===== src/common/dstc_consts.svh =====
// Constants of the DMA socket transfer control block: offsets, fields, resets, timing.
// Assumes inclusion by bare name from the package and the design files.
`ifndef DSTC_CONSTS_SVH
`define DSTC_CONSTS_SVH

// Register offsets (byte addresses within one socket window)
`define DSTC_OFF_COUNT     8'h00
`define DSTC_OFF_LENGTH    8'h04
`define DSTC_OFF_STATUS    8'h0C
`define DSTC_OFF_FLAGS     8'h10
`define DSTC_OFF_MASK      8'h14

// Control and status field positions
`define DSTC_B_GO_ENABLE   31
`define DSTC_B_GO_PAUSE    30
`define DSTC_B_UNIT        29
`define DSTC_B_WRAPUP      28
`define DSTC_B_P_EOP       27
`define DSTC_B_P_LENGTH    26
`define DSTC_B_P_LAST      25
`define DSTC_B_P_PARTIAL   24
`define DSTC_B_EN_CONS     23
`define DSTC_B_EN_PROD     22
`define DSTC_B_TRUNCATE    21
`define DSTC_B_ZLP         18

// Writable control bits and their reset value
`define DSTC_CTRL_RW_MASK  32'hEFE0_07FF
`define DSTC_CTRL_RST      32'h04E0_0000

// Interrupt flag layout
`define DSTC_FLG_W         10
`define DSTC_FLG_DONE      0
`define DSTC_FLG_ZLP       1
`define DSTC_FLG_P_REQ     5
`define DSTC_FLG_P_EOP     6
`define DSTC_FLG_P_LENGTH  7
`define DSTC_FLG_P_LAST    8
`define DSTC_FLG_P_PART    9
`define DSTC_FLG_RST       10'h000
`define DSTC_MASK_RST      10'h000

// State codes shown in the status register
`define DSTC_SC_OFF        3'h0
`define DSTC_SC_FETCH      3'h1
`define DSTC_SC_WAIT       3'h2
`define DSTC_SC_ACT        3'h3
`define DSTC_SC_PAUSE      3'h4

// Cycles by which the enabled status trails the run request
`define DSTC_EN_LAG        4

`endif


===== src/common/dstc_pkg.sv =====
// Types of the DMA socket transfer control block.
// Assumes the constants header sits on the include path.
`include "dstc_consts.svh"

package dstc_pkg;

   // Socket operating states
   typedef enum logic [2:0] {
      ST_OFF,
      ST_FETCH,
      ST_WAIT,
      ST_ACT,
      ST_PAUSE
   } dstc_state_t;

endpackage


===== src/verilog/dstc_lag.sv =====
// Delay line that makes the enabled status trail the run request.
// Assumes its input comes from logic on the same clock.
`timescale 1ns/1ps
`default_nettype none

module dstc_lag #(
   parameter int N = 4
) (
   // Clock and reset
   input  wire logic ref_clk,
   input  wire logic resetn,
   // Request in, lagged status out
   input  wire logic go,
   output logic      lagged
);

   logic [N-1:0] sh_q;

   // Shift the request through N stages
   always_ff @(posedge ref_clk or negedge resetn) begin
      if (!resetn) begin
         sh_q <= '0;
      end else begin
         sh_q <= {sh_q[N-2:0], go};
      end
   end

   assign lagged = sh_q[N-1];

endmodule

`default_nettype wire


===== src/verilog/dstc_top.sv =====
// Transfer length, progress and run/pause control of one DMA socket.
// Assumes a classic Wishbone master and a descriptor engine on the same clock.
`timescale 1ns/1ps
`default_nettype none
`include "dstc_consts.svh"

module dstc_top (
   // Clock and reset
   input  wire logic        ref_clk,
   input  wire logic        resetn,
   // Wishbone slave
   input  wire logic        wb_cyc,
   input  wire logic        wb_stb,
   input  wire logic        wb_we,
   input  wire logic [7:0]  wb_adr,
   input  wire logic [3:0]  wb_sel,
   input  wire logic [31:0] wb_dat_w,
   output logic      [31:0] wb_dat_r,
   output logic             wb_ack,
   // Interrupt
   output logic             irq,
   // Descriptor engine
   output logic             dsc_fetch_req,
   input  wire logic        dsc_fetch_done,
   input  wire logic        dsc_ready,
   input  wire logic [15:0] dsc_size,
   input  wire logic [15:0] dsc_bytes,
   input  wire logic        dsc_event,
   // Buffer completion
   input  wire logic        buf_done,
   input  wire logic [15:0] buf_bytes,
   input  wire logic        buf_eop,
   // Core control
   output logic             xfer_run,
   output logic             xfer_abort,
   output logic             xfer_wrapup,
   output logic             dsc_writeback_en,
   output logic             tail_forward,
   output logic             prod_events_en,
   output logic             cons_events_en
);
   import dstc_pkg::*;

   // Registers
   dstc_state_t             state_q;
   dstc_state_t             state_d;
   logic [31:0]             cnt_q;
   logic [31:0]             cnt_d;
   logic [31:0]             len_q;
   logic [31:0]             len_d;
   logic [31:0]             ctrl_q;
   logic [31:0]             ctrl_d;
   logic [`DSTC_FLG_W-1:0]  flags_q;
   logic [`DSTC_FLG_W-1:0]  flags_d;
   logic [`DSTC_FLG_W-1:0]  mask_q;
   logic [`DSTC_FLG_W-1:0]  mask_d;
   logic                    wrapup_q;
   logic                    wrapup_d;
   logic                    zlp_q;
   logic                    zlp_d;
   logic                    en_prev_q;
   logic                    susp_prev_q;
   logic                    armed_q;
   logic                    armed_d;
   logic                    pre_q;
   logic                    pre_d;
   logic                    fetch_d;
   logic                    abort_d;
   logic                    ack_q;
   logic [31:0]             rdat_q;
   logic                    irq_q;
   logic                    run_q;
   logic                    abort_q;
   logic                    fetch_q;
   logic                    wrap_out_q;
   logic                    wb_en_q;
   logic                    tail_q;
   logic                    prod_q;
   logic                    cons_q;

   // Bus decode
   wire        bus_req  = wb_cyc & wb_stb & ~ack_q;
   wire        bus_wr   = bus_req & wb_we;
   wire        bus_rd   = bus_req & ~wb_we;
   wire        hit_cnt  = (wb_adr == `DSTC_OFF_COUNT);
   wire        hit_len  = (wb_adr == `DSTC_OFF_LENGTH);
   wire        hit_stat = (wb_adr == `DSTC_OFF_STATUS);
   wire        hit_flg  = (wb_adr == `DSTC_OFF_FLAGS);
   wire        hit_msk  = (wb_adr == `DSTC_OFF_MASK);
   wire        wr_cnt   = bus_wr & hit_cnt;
   wire        wr_len   = bus_wr & hit_len;
   wire        wr_stat  = bus_wr & hit_stat;
   wire        wr_msk   = bus_wr & hit_msk;
   wire        rd_flg   = bus_rd & hit_flg;
   wire [31:0] wmask;

   // Byte lane mask from the select lines
   genvar gi;
   generate
      for (gi = 0; gi < 4; gi++) begin : g_lane
         assign wmask[gi*8 +: 8] = {8{wb_sel[gi]}};
      end
   endgenerate

   // Control fields
   wire go_en     = ctrl_q[`DSTC_B_GO_ENABLE];
   wire go_susp   = ctrl_q[`DSTC_B_GO_PAUSE];
   wire unit_dsc  = ctrl_q[`DSTC_B_UNIT];
   wire p_eop_en  = ctrl_q[`DSTC_B_P_EOP];
   wire p_len_en  = ctrl_q[`DSTC_B_P_LENGTH];
   wire p_last_en = ctrl_q[`DSTC_B_P_LAST];
   wire p_part_en = ctrl_q[`DSTC_B_P_PARTIAL];
   wire enabled;

   // Enabled status trails the run request
   dstc_lag #(
      .N      (`DSTC_EN_LAG)
   ) u_lag (
      .ref_clk(ref_clk),
      .resetn (resetn),
      .go     (go_en),
      .lagged (enabled)
   );

   // Progress arithmetic
   wire        in_act    = (state_q == ST_ACT);
   wire        in_fetch  = (state_q == ST_FETCH);
   wire        in_pause  = (state_q == ST_PAUSE);
   wire        boundary  = in_act & buf_done;
   wire [31:0] cnt_inc   = unit_dsc ? 32'h0000_0001 : {16'h0000, buf_bytes};
   wire [31:0] cnt_sum   = cnt_q + cnt_inc;
   wire        len_set   = (len_q != 32'h0000_0000);
   wire        reached   = len_set & (cnt_sum >= len_q);
   wire [31:0] pre_inc   = unit_dsc ? 32'h0000_0001 : {16'h0000, dsc_size};
   wire [31:0] pre_sum   = cnt_q + pre_inc;
   wire        loaded    = in_fetch & dsc_fetch_done;
   wire        zlp_evt   = boundary & buf_eop & (buf_bytes == 16'h0000);

   // Pause causes
   wire        p_req     = boundary & go_susp;
   wire        p_eop     = boundary & buf_eop & p_eop_en;
   wire        p_len     = boundary & reached & p_len_en;
   wire        p_last    = loaded & p_last_en & len_set & (pre_sum >= len_q);
   wire        p_part    = loaded & p_part_en & (dsc_bytes < dsc_size);
   wire        p_any_act = p_req | p_eop | p_len;
   wire        p_any_pre = p_last | p_part;

   // Flag sets and read-clear
   wire [`DSTC_FLG_W-1:0] flg_set = {p_part, p_last, p_len, p_eop, p_req,
                                     3'h0, zlp_evt, boundary & reached};
   wire [`DSTC_FLG_W-1:0] flg_clr = rd_flg ? {`DSTC_FLG_W{1'b1}} : {`DSTC_FLG_W{1'b0}};

   // Run request edges
   wire en_rise   = go_en & ~en_prev_q;
   wire off_done  = ~go_en & ~enabled & (state_q != ST_OFF);
   wire susp_fall = susp_prev_q & ~go_susp;
   wire causes_clr = (flags_q[`DSTC_FLG_P_PART:`DSTC_FLG_P_REQ] == 5'h00);
   wire resume    = in_pause & armed_q & causes_clr & ~go_susp;

   // State code for the status register
   wire [2:0] st_code = (state_q == ST_FETCH) ? `DSTC_SC_FETCH :
                        (state_q == ST_WAIT)  ? `DSTC_SC_WAIT  :
                        (state_q == ST_ACT)   ? `DSTC_SC_ACT   :
                        (state_q == ST_PAUSE) ? `DSTC_SC_PAUSE : `DSTC_SC_OFF;

   wire [31:0] stat_rd = {ctrl_q[31:29], wrapup_q, ctrl_q[27:21], enabled, in_pause,
                          zlp_q, st_code, 4'h0, ctrl_q[10:0]};

   // Read data selection, unmapped reads return zero
   wire [31:0] rd_data = hit_cnt  ? cnt_q :
                         hit_len  ? len_q :
                         hit_stat ? stat_rd :
                         hit_flg  ? {22'h00_0000, flags_q} :
                         hit_msk  ? {22'h00_0000, mask_q} : 32'h0000_0000;

   // Register next values
   assign cnt_d    = wr_cnt ? ((cnt_q & ~wmask) | (wb_dat_w & wmask)) :
                     boundary ? cnt_sum : cnt_q;
   assign len_d    = wr_len ? ((len_q & ~wmask) | (wb_dat_w & wmask)) : len_q;
   assign ctrl_d   = wr_stat ? ((ctrl_q & ~(wmask & `DSTC_CTRL_RW_MASK)) |
                                (wb_dat_w & wmask & `DSTC_CTRL_RW_MASK)) : ctrl_q;
   assign flags_d  = (flags_q & ~flg_clr) | flg_set;
   assign mask_d   = wr_msk ? ((mask_q & ~wmask[`DSTC_FLG_W-1:0]) |
                               (wb_dat_w[`DSTC_FLG_W-1:0] & wmask[`DSTC_FLG_W-1:0])) : mask_q;
   assign wrapup_d = (wr_stat & wb_sel[3] & wb_dat_w[`DSTC_B_WRAPUP]) |
                     (wrapup_q & ~boundary);
   assign zlp_d    = zlp_evt | (zlp_q & ~(wr_stat & wb_sel[2] & ~wb_dat_w[`DSTC_B_ZLP]));
   assign armed_d  = in_pause ? (armed_q | susp_fall) : 1'b0;

   // Socket sequencing
   always_comb begin
      state_d = state_q;
      fetch_d = 1'b0;
      abort_d = 1'b0;
      pre_d   = pre_q;
      if (en_rise) begin
         state_d = ST_FETCH;
         fetch_d = 1'b1;
      end else if (off_done) begin
         state_d = ST_OFF;
         abort_d = 1'b1;
      end else begin
         unique case (state_q)
            ST_OFF: begin
               state_d = ST_OFF;
            end
            ST_FETCH: begin
               if (dsc_fetch_done) begin
                  if (p_any_pre) begin
                     state_d = ST_PAUSE;
                     pre_d   = 1'b1;
                  end else if (dsc_ready) begin
                     state_d = ST_ACT;
                  end else begin
                     state_d = ST_WAIT;
                  end
               end
            end
            ST_WAIT: begin
               if (dsc_event | dsc_ready) begin
                  state_d = ST_ACT;
               end
            end
            ST_ACT: begin
               if (buf_done) begin
                  if (p_any_act) begin
                     state_d = ST_PAUSE;
                     pre_d   = 1'b0;
                  end else begin
                     state_d = ST_FETCH;
                     fetch_d = 1'b1;
                  end
               end
            end
            ST_PAUSE: begin
               if (resume) begin
                  if (pre_q) begin
                     state_d = dsc_ready ? ST_ACT : ST_WAIT;
                  end else begin
                     state_d = ST_FETCH;
                     fetch_d = 1'b1;
                  end
               end
            end
         endcase
      end
   end

   // State and edge history
   always_ff @(posedge ref_clk or negedge resetn) begin
      if (!resetn) begin
         state_q     <= ST_OFF;
         en_prev_q   <= 1'b0;
         susp_prev_q <= 1'b0;
         armed_q     <= 1'b0;
         pre_q       <= 1'b0;
      end else begin
         state_q     <= state_d;
         en_prev_q   <= go_en;
         susp_prev_q <= go_susp;
         armed_q     <= armed_d;
         pre_q       <= pre_d;
      end
   end

   // Software visible registers
   always_ff @(posedge ref_clk or negedge resetn) begin
      if (!resetn) begin
         cnt_q    <= 32'h0000_0000;
         len_q    <= 32'h0000_0000;
         ctrl_q   <= `DSTC_CTRL_RST;
         flags_q  <= `DSTC_FLG_RST;
         mask_q   <= `DSTC_MASK_RST;
         wrapup_q <= 1'b0;
         zlp_q    <= 1'b0;
      end else begin
         cnt_q    <= cnt_d;
         len_q    <= len_d;
         ctrl_q   <= ctrl_d;
         flags_q  <= flags_d;
         mask_q   <= mask_d;
         wrapup_q <= wrapup_d;
         zlp_q    <= zlp_d;
      end
   end

   // Bus answer
   always_ff @(posedge ref_clk or negedge resetn) begin
      if (!resetn) begin
         ack_q  <= 1'b0;
         rdat_q <= 32'h0000_0000;
      end else begin
         ack_q  <= bus_req;
         rdat_q <= bus_rd ? rd_data : 32'h0000_0000;
      end
   end

   // Interrupt output
   always_ff @(posedge ref_clk or negedge resetn) begin
      if (!resetn) begin
         irq_q <= 1'b0;
      end else begin
         irq_q <= |(flags_d & mask_d);
      end
   end

   // Core control outputs
   always_ff @(posedge ref_clk or negedge resetn) begin
      if (!resetn) begin
         run_q      <= 1'b0;
         abort_q    <= 1'b0;
         fetch_q    <= 1'b0;
         wrap_out_q <= 1'b0;
         wb_en_q    <= 1'b0;
         tail_q     <= 1'b0;
         prod_q     <= 1'b0;
         cons_q     <= 1'b0;
      end else begin
         run_q      <= (state_d == ST_ACT);
         abort_q    <= abort_d;
         fetch_q    <= fetch_d;
         wrap_out_q <= wrapup_d & (state_d == ST_ACT);
         wb_en_q    <= ctrl_d[`DSTC_B_GO_ENABLE];
         tail_q     <= ~ctrl_d[`DSTC_B_TRUNCATE];
         prod_q     <= ctrl_d[`DSTC_B_EN_PROD];
         cons_q     <= ctrl_d[`DSTC_B_EN_CONS];
      end
   end

   assign wb_dat_r         = rdat_q;
   assign wb_ack           = ack_q;
   assign irq              = irq_q;
   assign dsc_fetch_req    = fetch_q;
   assign xfer_run         = run_q;
   assign xfer_abort       = abort_q;
   assign xfer_wrapup      = wrap_out_q;
   assign dsc_writeback_en = wb_en_q;
   assign tail_forward     = tail_q;
   assign prod_events_en   = prod_q;
   assign cons_events_en   = cons_q;

endmodule

`default_nettype wire


===== config.mk =====
export PLATFORM = sky130hd
export DESIGN_NAME = dstc_top
export DESIGN_NICKNAME = d
export VERILOG_FILES = /design/src/common/dstc_pkg.sv /design/src/verilog/dstc_lag.sv /design/src/verilog/dstc_top.sv
export VERILOG_INCLUDE_DIRS = /design/src /design/src/common
export SDC_FILE = /design/constraint.sdc
export NUM_CORES = 1
export LEC_CHECK = 0
export BUFFER_PORTS_ARGS = -buffer_cell sky130_fd_sc_hd__buf_2
export CORE_AREA = 2 2 145 147
export CTS_CLUSTER_SIZE = 10
export DETAILED_ROUTE_END_ITERATION = 8
export DIE_AREA = 0 0 147 149
export PLACE_DENSITY = 0.81
export SYNTH_ARGS = -nofsm -noshare
export SYNTH_HDL_FRONTEND = slang
export SYNTH_SLANG_ARGS = --single-unit

===== constraint.sdc =====
create_clock -name ref_clk -period 5.5 [get_ports ref_clk]
set_input_delay 1.375 -clock ref_clk [delete_from_list [all_inputs] [get_ports ref_clk]]
set_output_delay 1.375 -clock ref_clk [all_outputs]
set_load 0.005 [all_outputs]

# Word level (Yosys, flattened, before mapping)
# Cells that the tools add are included.
[op_classes]
n_addsub = 2
n_lt_le_gt_ge = 3
n_eq_ne = 13
muxes = 43
bitwise_logic = 73
reduce_logical = 10
[op_table]
columns = ["op", "n"]
rows = [
  ["$mux 32", 7],
  ["$and 32x32->32", 4],
  ["$or 32x32->32", 3],
  ["$add 32x16->32", 2],
  ["$ge 32x32->1", 2],
  ["$not 32->32", 2],
  ["$and 10x10->10", 4],
  ["$mux 10", 4],
  ["$and 1x1->1", 37],
  ["$mux 3", 12],
  ["$mux 16", 2],
  ["$reduce_bool 32->1", 1],
  ["$not 10->10", 2],
  ["$or 10x10->10", 2],
  ["$eq 8x5->1 const B", 2],
  ["$logic_not 16->1", 1],
  ["$lt 16x16->1", 1],
  ["$pmux 3 s5", 1],
  ["$mux 1", 14],
  ["$not 1->1", 12],
  ["$reduce_or 10->1", 1],
  ["$eq 3x2->1 const B", 3],
  ["$eq 8x3->1 const B", 1],
  ["$eq 8x4->1 const B", 1],
  ["other kinds (13)", 23],
]
[word_totals]
ff_bits = 171
in_bits = 102
output_inout_bits = 42
elab_cells = 169

# Logic depth before layout (Yosys ltp)
# Gate-level depths: netlist of run 1.
[logic_depth]
depth_word = 14
ltp_mapped = 22
ltp_nobuf = 21

# Hierarchy
# A second synthesis of run 1 with hierarchy kept.
[unflattened]
cells_unflattened = 1219
area_unflattened_um2 = 11013.1
[by_module_without_submodules]
columns = ["module", "instances", "cells_per_inst", "area_per_inst_um2", "seq_area_each_um2"]
rows = [
  ["dstc_top", 1, 1215, 10913.0, 3883.7],
  ["dstc_lag", 1, 4, 100.1, 100.1],
]

# Least setup slack after synthesis of run 1
# No wires, ideal clock.
[synth_path]
path_type = "input to register"
startpoint = "in buf_bytes[12]"
endpoint = "reg irq_q, in the netlist irq"
setup_ns = 0.139
t_arrival_ns = 5.260
required_time_ns = 5.361
slack_ns = 0.102
stages = 18
n_path_buf = 1
cell_sequence = "nor2b_1 ha_1 and2_1 or4_1 o211ai_1 a21oi_1 o21ai_0 clkbuf_1 nor3_1 xor2_1 ha_1 a21oi_1 o21ai_0 a22oi_1 o211ai_1 a32oi_1 nor2b_1 or4_1"
[synth_between]
elab_chain_cells = 9
elab_cells_between_ends = 11
classes_between = "add/sub: 1; order compare: 1; mux: 1; bitwise: 6; reduce/logical: 2"
[synth_rtl]
columns = ["element", "line", "text"]
rows = [
  ["start, declared", "dstc_top.sv:31", "input wire logic [15:0] buf_bytes,"],
  ["$mux 16", "dstc_top.sv:130", "wire [31:0] cnt_inc = unit_dsc ? 32'h0000_0001 : {16'h0000, buf_bytes};"],
  ["$add 32x16->32", "dstc_top.sv:131", "wire [31:0] cnt_sum = cnt_q + cnt_inc;"],
  ["$ge 32x32->1", "dstc_top.sv:133", "wire reached = len_set & (cnt_sum >= len_q);"],
  ["$and 1x1->1", "dstc_top.sv:133", ""],
  ["$and 1x1->1", "dstc_top.sv:142, dstc_top.sv:150", ""],
  ["$and 1x1->1", "dstc_top.sv:142", "wire p_len = boundary & reached & p_len_en;"],
  ["$or 10x10->10 (*)", "dstc_top.sv:182", "assign flags_d = (flags_q & ~flg_clr) | flg_set;"],
  ["$and 10x10->10 (*)", "dstc_top.sv:303", "irq_q <= |(flags_d & mask_d);"],
  ["$reduce_or 10->1 (*)", "dstc_top.sv:303", ""],
  ["end signal, assigned", "dstc_top.sv:303", ""],
  ["end, declared", "dstc_top.sv:71", "logic irq_q;"],
]
# Mark *: on every way between the ends. The rest lies on a longest branch, timed or not.
# A chain may end at the register's enable or synchronous reset.

# Worst setup path after layout of run 1
[layout_path]
startpoint = "in buf_bytes[0]"
endpoint = "reg irq_q, in the netlist irq"
# Same word-level chain as after synthesis.

==> impl_metrics.csv, run 1 <==
group,metric,value,unit
setup_path,worst-setup-path-type,"input pin to register",
flow_run,maxCapViolations,0,
clock_network,clk_pin_slew_worst_paths,60,ps
global_route,grt_max_degree,93,
global_route,grt_usage,30.97,%
placement,dp_cells,1652,
cells_and_area,area_growth,18.69,%
routing,drc,0,
clock_network,cts_hold_buf,0,
timing,fin_crit_sh,95.76,%
timing,hold_viol_final,0,
floorplan,fp.dieH,149,µm
clock_network,cts.sinks,158,
synth,synth_top_area_share,35.07,%
cells_and_area,post-route-util,63.44,%
min_path,whs_path_depth,0,
timing,maxSlewViolCount,0,
routing,ant_nets,0,
floorplan,die_area,0.02190,mm²
power_and_ir_drop,seq_power_share,44.7,%
setup_path,crit_slowest_cell,"or4_1",
synth,avgSynthCellArea,9.021,µm²
power_and_ir_drop,pwr-share-clk,43.6,%
timing,period_needed,5267,ps
placement,place_congestion,1.047,
clock_network,cts_tree,"yes",
clock_network,cts_inserted_buffers,17,
power_and_ir_drop,power.share.switching,27.10,%
setup_path,worstPathMaxFanout,4,
routing,wl_per_cell,19.86,µm
timing,slew-limit-headroom,41.73,%
timing,fin_skew,16.02,ps
power_and_ir_drop,power.internal,1926,µW
synth,synth_common_cells,"154 x dfrtp_1, 126 x nand2_1, 111 x ha_1",
setup_path,cp.arrival,5570,ps
floorplan,row_count,53,
power_and_ir_drop,p_per_area,202.6,mW/mm²
synth,ys.flop_type,"dfrtp_1",
clock_network,cts_root_buffer,"clkbuf_16",
timing,worst_slack,233.1,ps
timing,whs,348.4,ps
synth,netlist_area,0.01099,mm²
global_route,overflow,0,
synth,async_flop_share,100.0,%
setup_path,slowest_delay,540,ps
synth,yosysMostFrequentCell,"dfrtp_1",
clock_network,clockBufferDepth,2,
power_and_ir_drop,totalPowerFinal,2642,µW
min_path,hold_path_class,"register to register",
floorplan,initial_core_util,53.45,%
power_and_ir_drop,switchingPower,716.0,µW
placement,dp_slack,-361.6,ps
routing,drt_wl_total,33510,µm
power_and_ir_drop,leakage,0.006422,µW
synth,seq_area_frac_synth,36.03,%
routing,drt-initial-drc-count,1122,
timing,rsz0062_at_grt,"true",
min_path,min_from,"u_lag.sh_q[2]",
synth,synth_area_leaders,"dfrtp_1 35%, ha_1 13%, mux2_2 6.3%",
routing,dr.pass1.iters,6,
setup_path,regToRegSetupSlack,470,ps
power_and_ir_drop,pwr-share-comb,11.7,%
routing,avgViaCountPerCell,6.125,
clock_network,clk_latency,450,ps
floorplan,die_w,147,µm
min_path,min_to,"u_lag.sh_q[3]",
clock_network,htree_levels,4,
setup_path,critPathCaptureType,"register",
global_route,grt_first_pass_wirelength,52730,µm
setup_path,path_cells,"buf_2 > or2_2 > ha_1 > inv_1 > fa_2 > nor2b_1 > o31a_1 > o22ai_2 > o21a_1 > o211ai_1 > buf_4 > nand2_2 > buf_4 > nor2_1 > xor2_1 > ha_1 > nand2_1 > o21ai_0 > a22oi_1 > o211ai_1 > a21oi_2 > o221ai_1 > or4_1",
cells_and_area,layout.nets,1614,
cells_and_area,drive_gt1_share,23.51,%
timing,max_freq,189.9,MHz
placement,dp_hpwl,25810,µm
synth,yosysWarnings,0,
global_route,grt_pass1_vias,9936,
floorplan,coreArea,0.02056,mm²
synth,synth_edf_count,0,
cells_and_area,num_antenna_cells,0,
run_status,status,"complete, no violations",
placement,port_buffers,143,
floorplan,ios,144,
setup_path,rr_worst_depth,20,
synth,syn_nets,1433,
global_route,antenna_found_initial,0,
setup_path,startpoint_type,"input pin",
power_and_ir_drop,ir_worst_vdd,0.0001253,V
setup_path,worstPathRequired,5810,ps
timing,tightestPinTransition,873.6,ps
synth,post-synth-top-area-cell,"dfrtp_1",
cells_and_area,instances_no_fill,1687,
routing,dr_total_vias,10330,
synth,syn_inst,1218,
setup_path,reg2reg_to,"irq",
timing,setup-violations-final,0,
synth,yosysUniqueCellTypes,72,
synth,ys_ff_latch,158,
==> area by class of cell <==
type                       instances  area (µm²)
timing repair buffer             210        1241
clock buffer                      21       470.5
sequential                       158        3959
clock inverter                    11       100.1
fill                            1713        7516
tap                              275       344.1
multi-input combinational        940        6656
inverter                          72       270.3
==> per-stage QoR <==
step	setup TNS [ps]	area, µm²
2_1_floorplan	0	10990
3_3_place_gp	-1327	12380
6_report	0	13040
5_1_grt	-44.56	13040
3_5_place_dp	-1956	12380
4_1_cts	0	12950
==> worst max-delay path by stage <==
| stage | from | endpoint | slack [ps] | cells after the start |
|---|---|---|---|---|
| floorplan | buf_bytes[12] | irq | 100 | 18 |
| global placement | buf_bytes[4] | irq | -220 | 20 |
| detailed placement | buf_bytes[4] | irq | -360 | 20 |
| CTS | buf_bytes[4] | irq | 100 | 20 |
| global route | buf_bytes[0] | irq | -40 | 23 |
| finish | buf_bytes[0] | irq | 230 | 23 |
==> cells in the final DEF, fill, tap and decap left out, types with 11 or more instances in the layout <==
cell type / netlist / layout
a21oi_1: 75 / 72
a222oi_1: 12 / 12
a22oi_1: 24 / 24
and3_1: 12 / 12
buf_2: 0 / 142
buf_4: 0 / 65
clkbuf_16: 0 / 17
dfrtp_1: 154 / 154
ha_1: 111 / 111
inv_1: 72 / 72
mux2_2: 61 / 61
nand2_1: 126 / 125
nand2b_1: 15 / 15
nand3_1: 26 / 26
nand4_1: 23 / 23
nor2_1: 108 / 108
nor2b_1: 23 / 23
nor3_1: 13 / 11
nor4_1: 14 / 14
o21a_1: 21 / 21
o21ai_0: 72 / 68
o22ai_1: 15 / 14
xnor2_1: 42 / 42
xor2_1: 15 / 15
==> logic make-up (layout without fill, tap and decap cells) <==
logic type | count (synthesis) | count (layout) | share of synthesized area [%]
and+or+nand+nor | 400 | 400 | 17.56
adders and majority gates | 113 | 113 | 13.00
buffers and inverters | 120 | 314 | 4.099
AOI/OAI and AO/OA | 304 | 304 | 18.01
xor gates and xnor gates | 57 | 57 | 4.543
muxes | 66 | 66 | 6.752
DFF | 158 | 158 | 36.03
==> critical path: cells and delay by family <==
kind                     cells  cell delay (ps)
adder cells (fa/ha/maj)      3              720
XOR/XNOR                     1              140
buffers and inverters        4              520
AO/OA/AOI/OAI                9             1670
AND/OR/NAND/NOR              6             1150
==> layer usage <==
metal	up-vias	routed length, µm	global-route usage (%)
met5	-	0	0
met4	0	1196	11.39
met3	106	3333	6.728
met2	556	15020	49.69
met1	4886	13950	41.58
li1	4785	-	-
==> what timing repair did <==
action,in CTS,in global routing
endpoints found under the setup margin,0,9
buffers inserted,0,2
resized for setup,0,17
==> power groups by stage <==
| stage | logic (µW) | clock network, µW | registers (µW) |
|---|---|---|---|
| after floorplan | 163 | 0 | 1200 |
| after detailed placement | 303 | 0 | 1200 |
| after global placement | 294 | 0 | 1200 |
| after CTS | 305 | 1150 | 1180 |
| final | 310 | 1150 | 1180 |
| after global routing | 349 | 1210 | 1180 |
No activity file was read; power rests on OpenSTA's default activity.
==> inputs of run 2 (changes only) <==
CTS_BUF_LIST = sky130_fd_sc_hd__clkbuf_4   (was unset)
==> impl_metrics.csv, run 2 (synthesis results as in run 1) <==
group,metric,value,unit
cells_and_area,layout.nets,1611,
cells_and_area,final_common_cell,"dfrtp_1",
power_and_ir_drop,totalPowerFinal,2138,µW
floorplan,fp.dieH,149,µm
floorplan,die_area,0.02190,mm²
timing,max_freq,190.7,MHz
setup_path,worstPathRequired,6030,ps
clock_network,cts_inserted_buffers,17,
placement,post_dp_cell_area,0.01238,mm²
global_route,antenna_found_initial,1,
flow_run,maxCapViolations,0,
timing,period_needed,5244,ps
floorplan,coreArea,0.02056,mm²
placement,dp_hpwl,25810,µm
cells_and_area,final_cell_mix,"153 x dfrtp_1, 142 x buf_2, 126 x nand2_1, 111 x ha_1, 108 x nor2_1",
routing,drt_wl_total,32520,µm
routing,drt-initial-drc-count,1063,
routing,avgViaCountPerCell,6.079,
global_route,grt_first_pass_wirelength,51930,µm
floorplan,die_w,147,µm
setup_path,worstPathMaxFanout,7,
setup_path,regToRegSetupSlack,510,ps
timing,maxSlewViolCount,0,
routing,dr.pass1.iters,8,
global_route,grt_pass1_vias,9824,
timing,tightestPinTransition,857.0,ps
power_and_ir_drop,seq_power_share,55.2,%
floorplan,ios,144,
clock_network,cts.sinks,158,
global_route,grt_usage,30.38,%
setup_path,critPathCaptureType,"register",
clock_network,cts_root_buffer,"clkbuf_4",
setup_path,slowest_delay,430,ps
clock_network,post_cts_buffers,0,
setup_path,startpoint_type,"input pin",
routing,ant_nets,0,
clock_network,clk_pin_slew_worst_paths,130,ps
min_path,hold_path_class,"register to register",
global_route,grt_max_degree,93,
floorplan,row_count,53,
timing,rsz0062_at_grt,"false",
power_and_ir_drop,switchingPower,648.3,µW
setup_path,path_cells,"buf_2 > nand2b_1 > inv_1 > ha_1 > a21o_1 > a21oi_1 > o21bai_1 > a41oi_1 > buf_4 > o21ai_0 > a31o_2 > nand2b_1 > xnor2_1 > ha_1 > nand4_1 > nor4_1 > a221oi_1 > a31oi_1 > a21oi_1 > buf_4 > or3b_2 > o2bb2ai_1 > o21ai_0",
setup_path,cp.arrival,5770,ps
run_status,status,"complete, no violations",
power_and_ir_drop,ir_worst_vdd,0.00008713,V
timing,hold_viol_final,0,
timing,fin_crit_sh,95.34,%
power_and_ir_drop,power.share.switching,30.33,%
timing,setup-violations-final,0,
clock_network,clk_latency,610,ps
clock_network,htree_levels,4,
power_and_ir_drop,pwr-share-comb,14.3,%
timing,slew-limit-headroom,42.83,%
routing,dr_total_vias,10240,
routing,drc,0,
power_and_ir_drop,leakage,0.006209,µW
timing,fin_skew,33.13,ps
global_route,overflow,0,
power_and_ir_drop,power.internal,1489,µW
placement,place_congestion,1.047,
setup_path,worst-setup-path-type,"input pin to register",
setup_path,critPathLaunch,"dsc_size[1]",
clock_network,clockBufferDepth,2,
min_path,min_from,"u_lag.sh_q[2]",
floorplan,initial_core_util,53.45,%
cells_and_area,drive_gt1_share,22.92,%
routing,wl_per_cell,19.30,µm
clock_network,cts_tree,"yes",
cells_and_area,area_growth,15.25,%
placement,port_buffers,143,
cells_and_area,final_area,0.01266,mm²
setup_path,crit_slowest_cell,"or3b_2",
power_and_ir_drop,pwr-share-clk,30.4,%
power_and_ir_drop,p_per_area,168.8,mW/mm²
[run 2: changes by cell type in the layout (fill, tap and decap cells not counted), moves of 2 or more]
cell,delta
buf_4,-2
clkbuf_16,-17
clkbuf_4,+18
clkbuf_8,-3
clkinv_1,+3
nor3_2,+2
nor3_4,-2
o21ai_0,+4
o21ai_1,-3
[run 2: per-layer routing]
layer	GRT usage (%)	vias to the layer above	routed length (µm)
met1	41.40	4857	13670
li1	-	4768	-
met2	49.08	538	14770
met5	0	-	0
met4	9.183	0	913
met3	6.514	80	3163
[run 2: worst max-delay path, delay by kind of cell]
family | cells | cell delay, ps
AOI/OAI and AO/OA | 11 | 2190
and+or+nand+nor | 5 | 800
adders and majority gates | 2 | 580
buffers and inverters | 4 | 510
xor gates and xnor gates | 1 | 280
[run 2: timing repair]
| item | in CTS | in global routing |
|---|---|---|
| hold buffers | 0 | 0 |
| gates resized for setup | 0 | 7 |
| setup endpoints to repair | 0 | 6 |
| hold endpoints to repair | 0 | 0 |
[run 2: final timing paths]
path	end	depth (start not counted)
max	state_q[0]	23
min reg2reg	u_lag.sh_q[3]	0
min	u_lag.sh_q[3]	0
min in group asynchronous	wb_ack	1
max reg2reg	state_q[0]	22
max in group asynchronous	ctrl_q[21]	2
[run 2: per-stage QoR]
stage	setup WS, ps	utilization (%)	setup TNS, ps	std cells	hold slack (ps)
floorplan	101.5	-	0	1218	331.2
global placement	-222.5	60.23	-1327	1652	335.1
detailed placement	-361.6	60.23	-1956	1652	337.9
CTS	281.0	61.43	0	1684	365.6
global route	8.234	61.60	0	1685	368.7
finish	256.1	61.60	0	1685	362.3
[run 2: area by class of cell]
class,instances,area [µm²]
Fill cell,1772,7894
Multi-Input combinational cell,940,6625
Sequential cell,158,3960
Timing Repair Buffer,207,1215
Tap cell,275,344.1
Inverter,72,270.3
Clock buffer,18,135.1
Clock inverter,14,111.4
Antenna cell,1,2.502
[run 2: power by group through the flow]
stage	Combinational (µW)	Clock (µW)	Sequential [µW]
2_1_floorplan	163	0	1200
3_3_place_gp	294	0	1200
3_5_place_dp	303	0	1200
4_1_cts	305	654	1180
5_1_grt	346	708	1180
6_report	307	651	1180
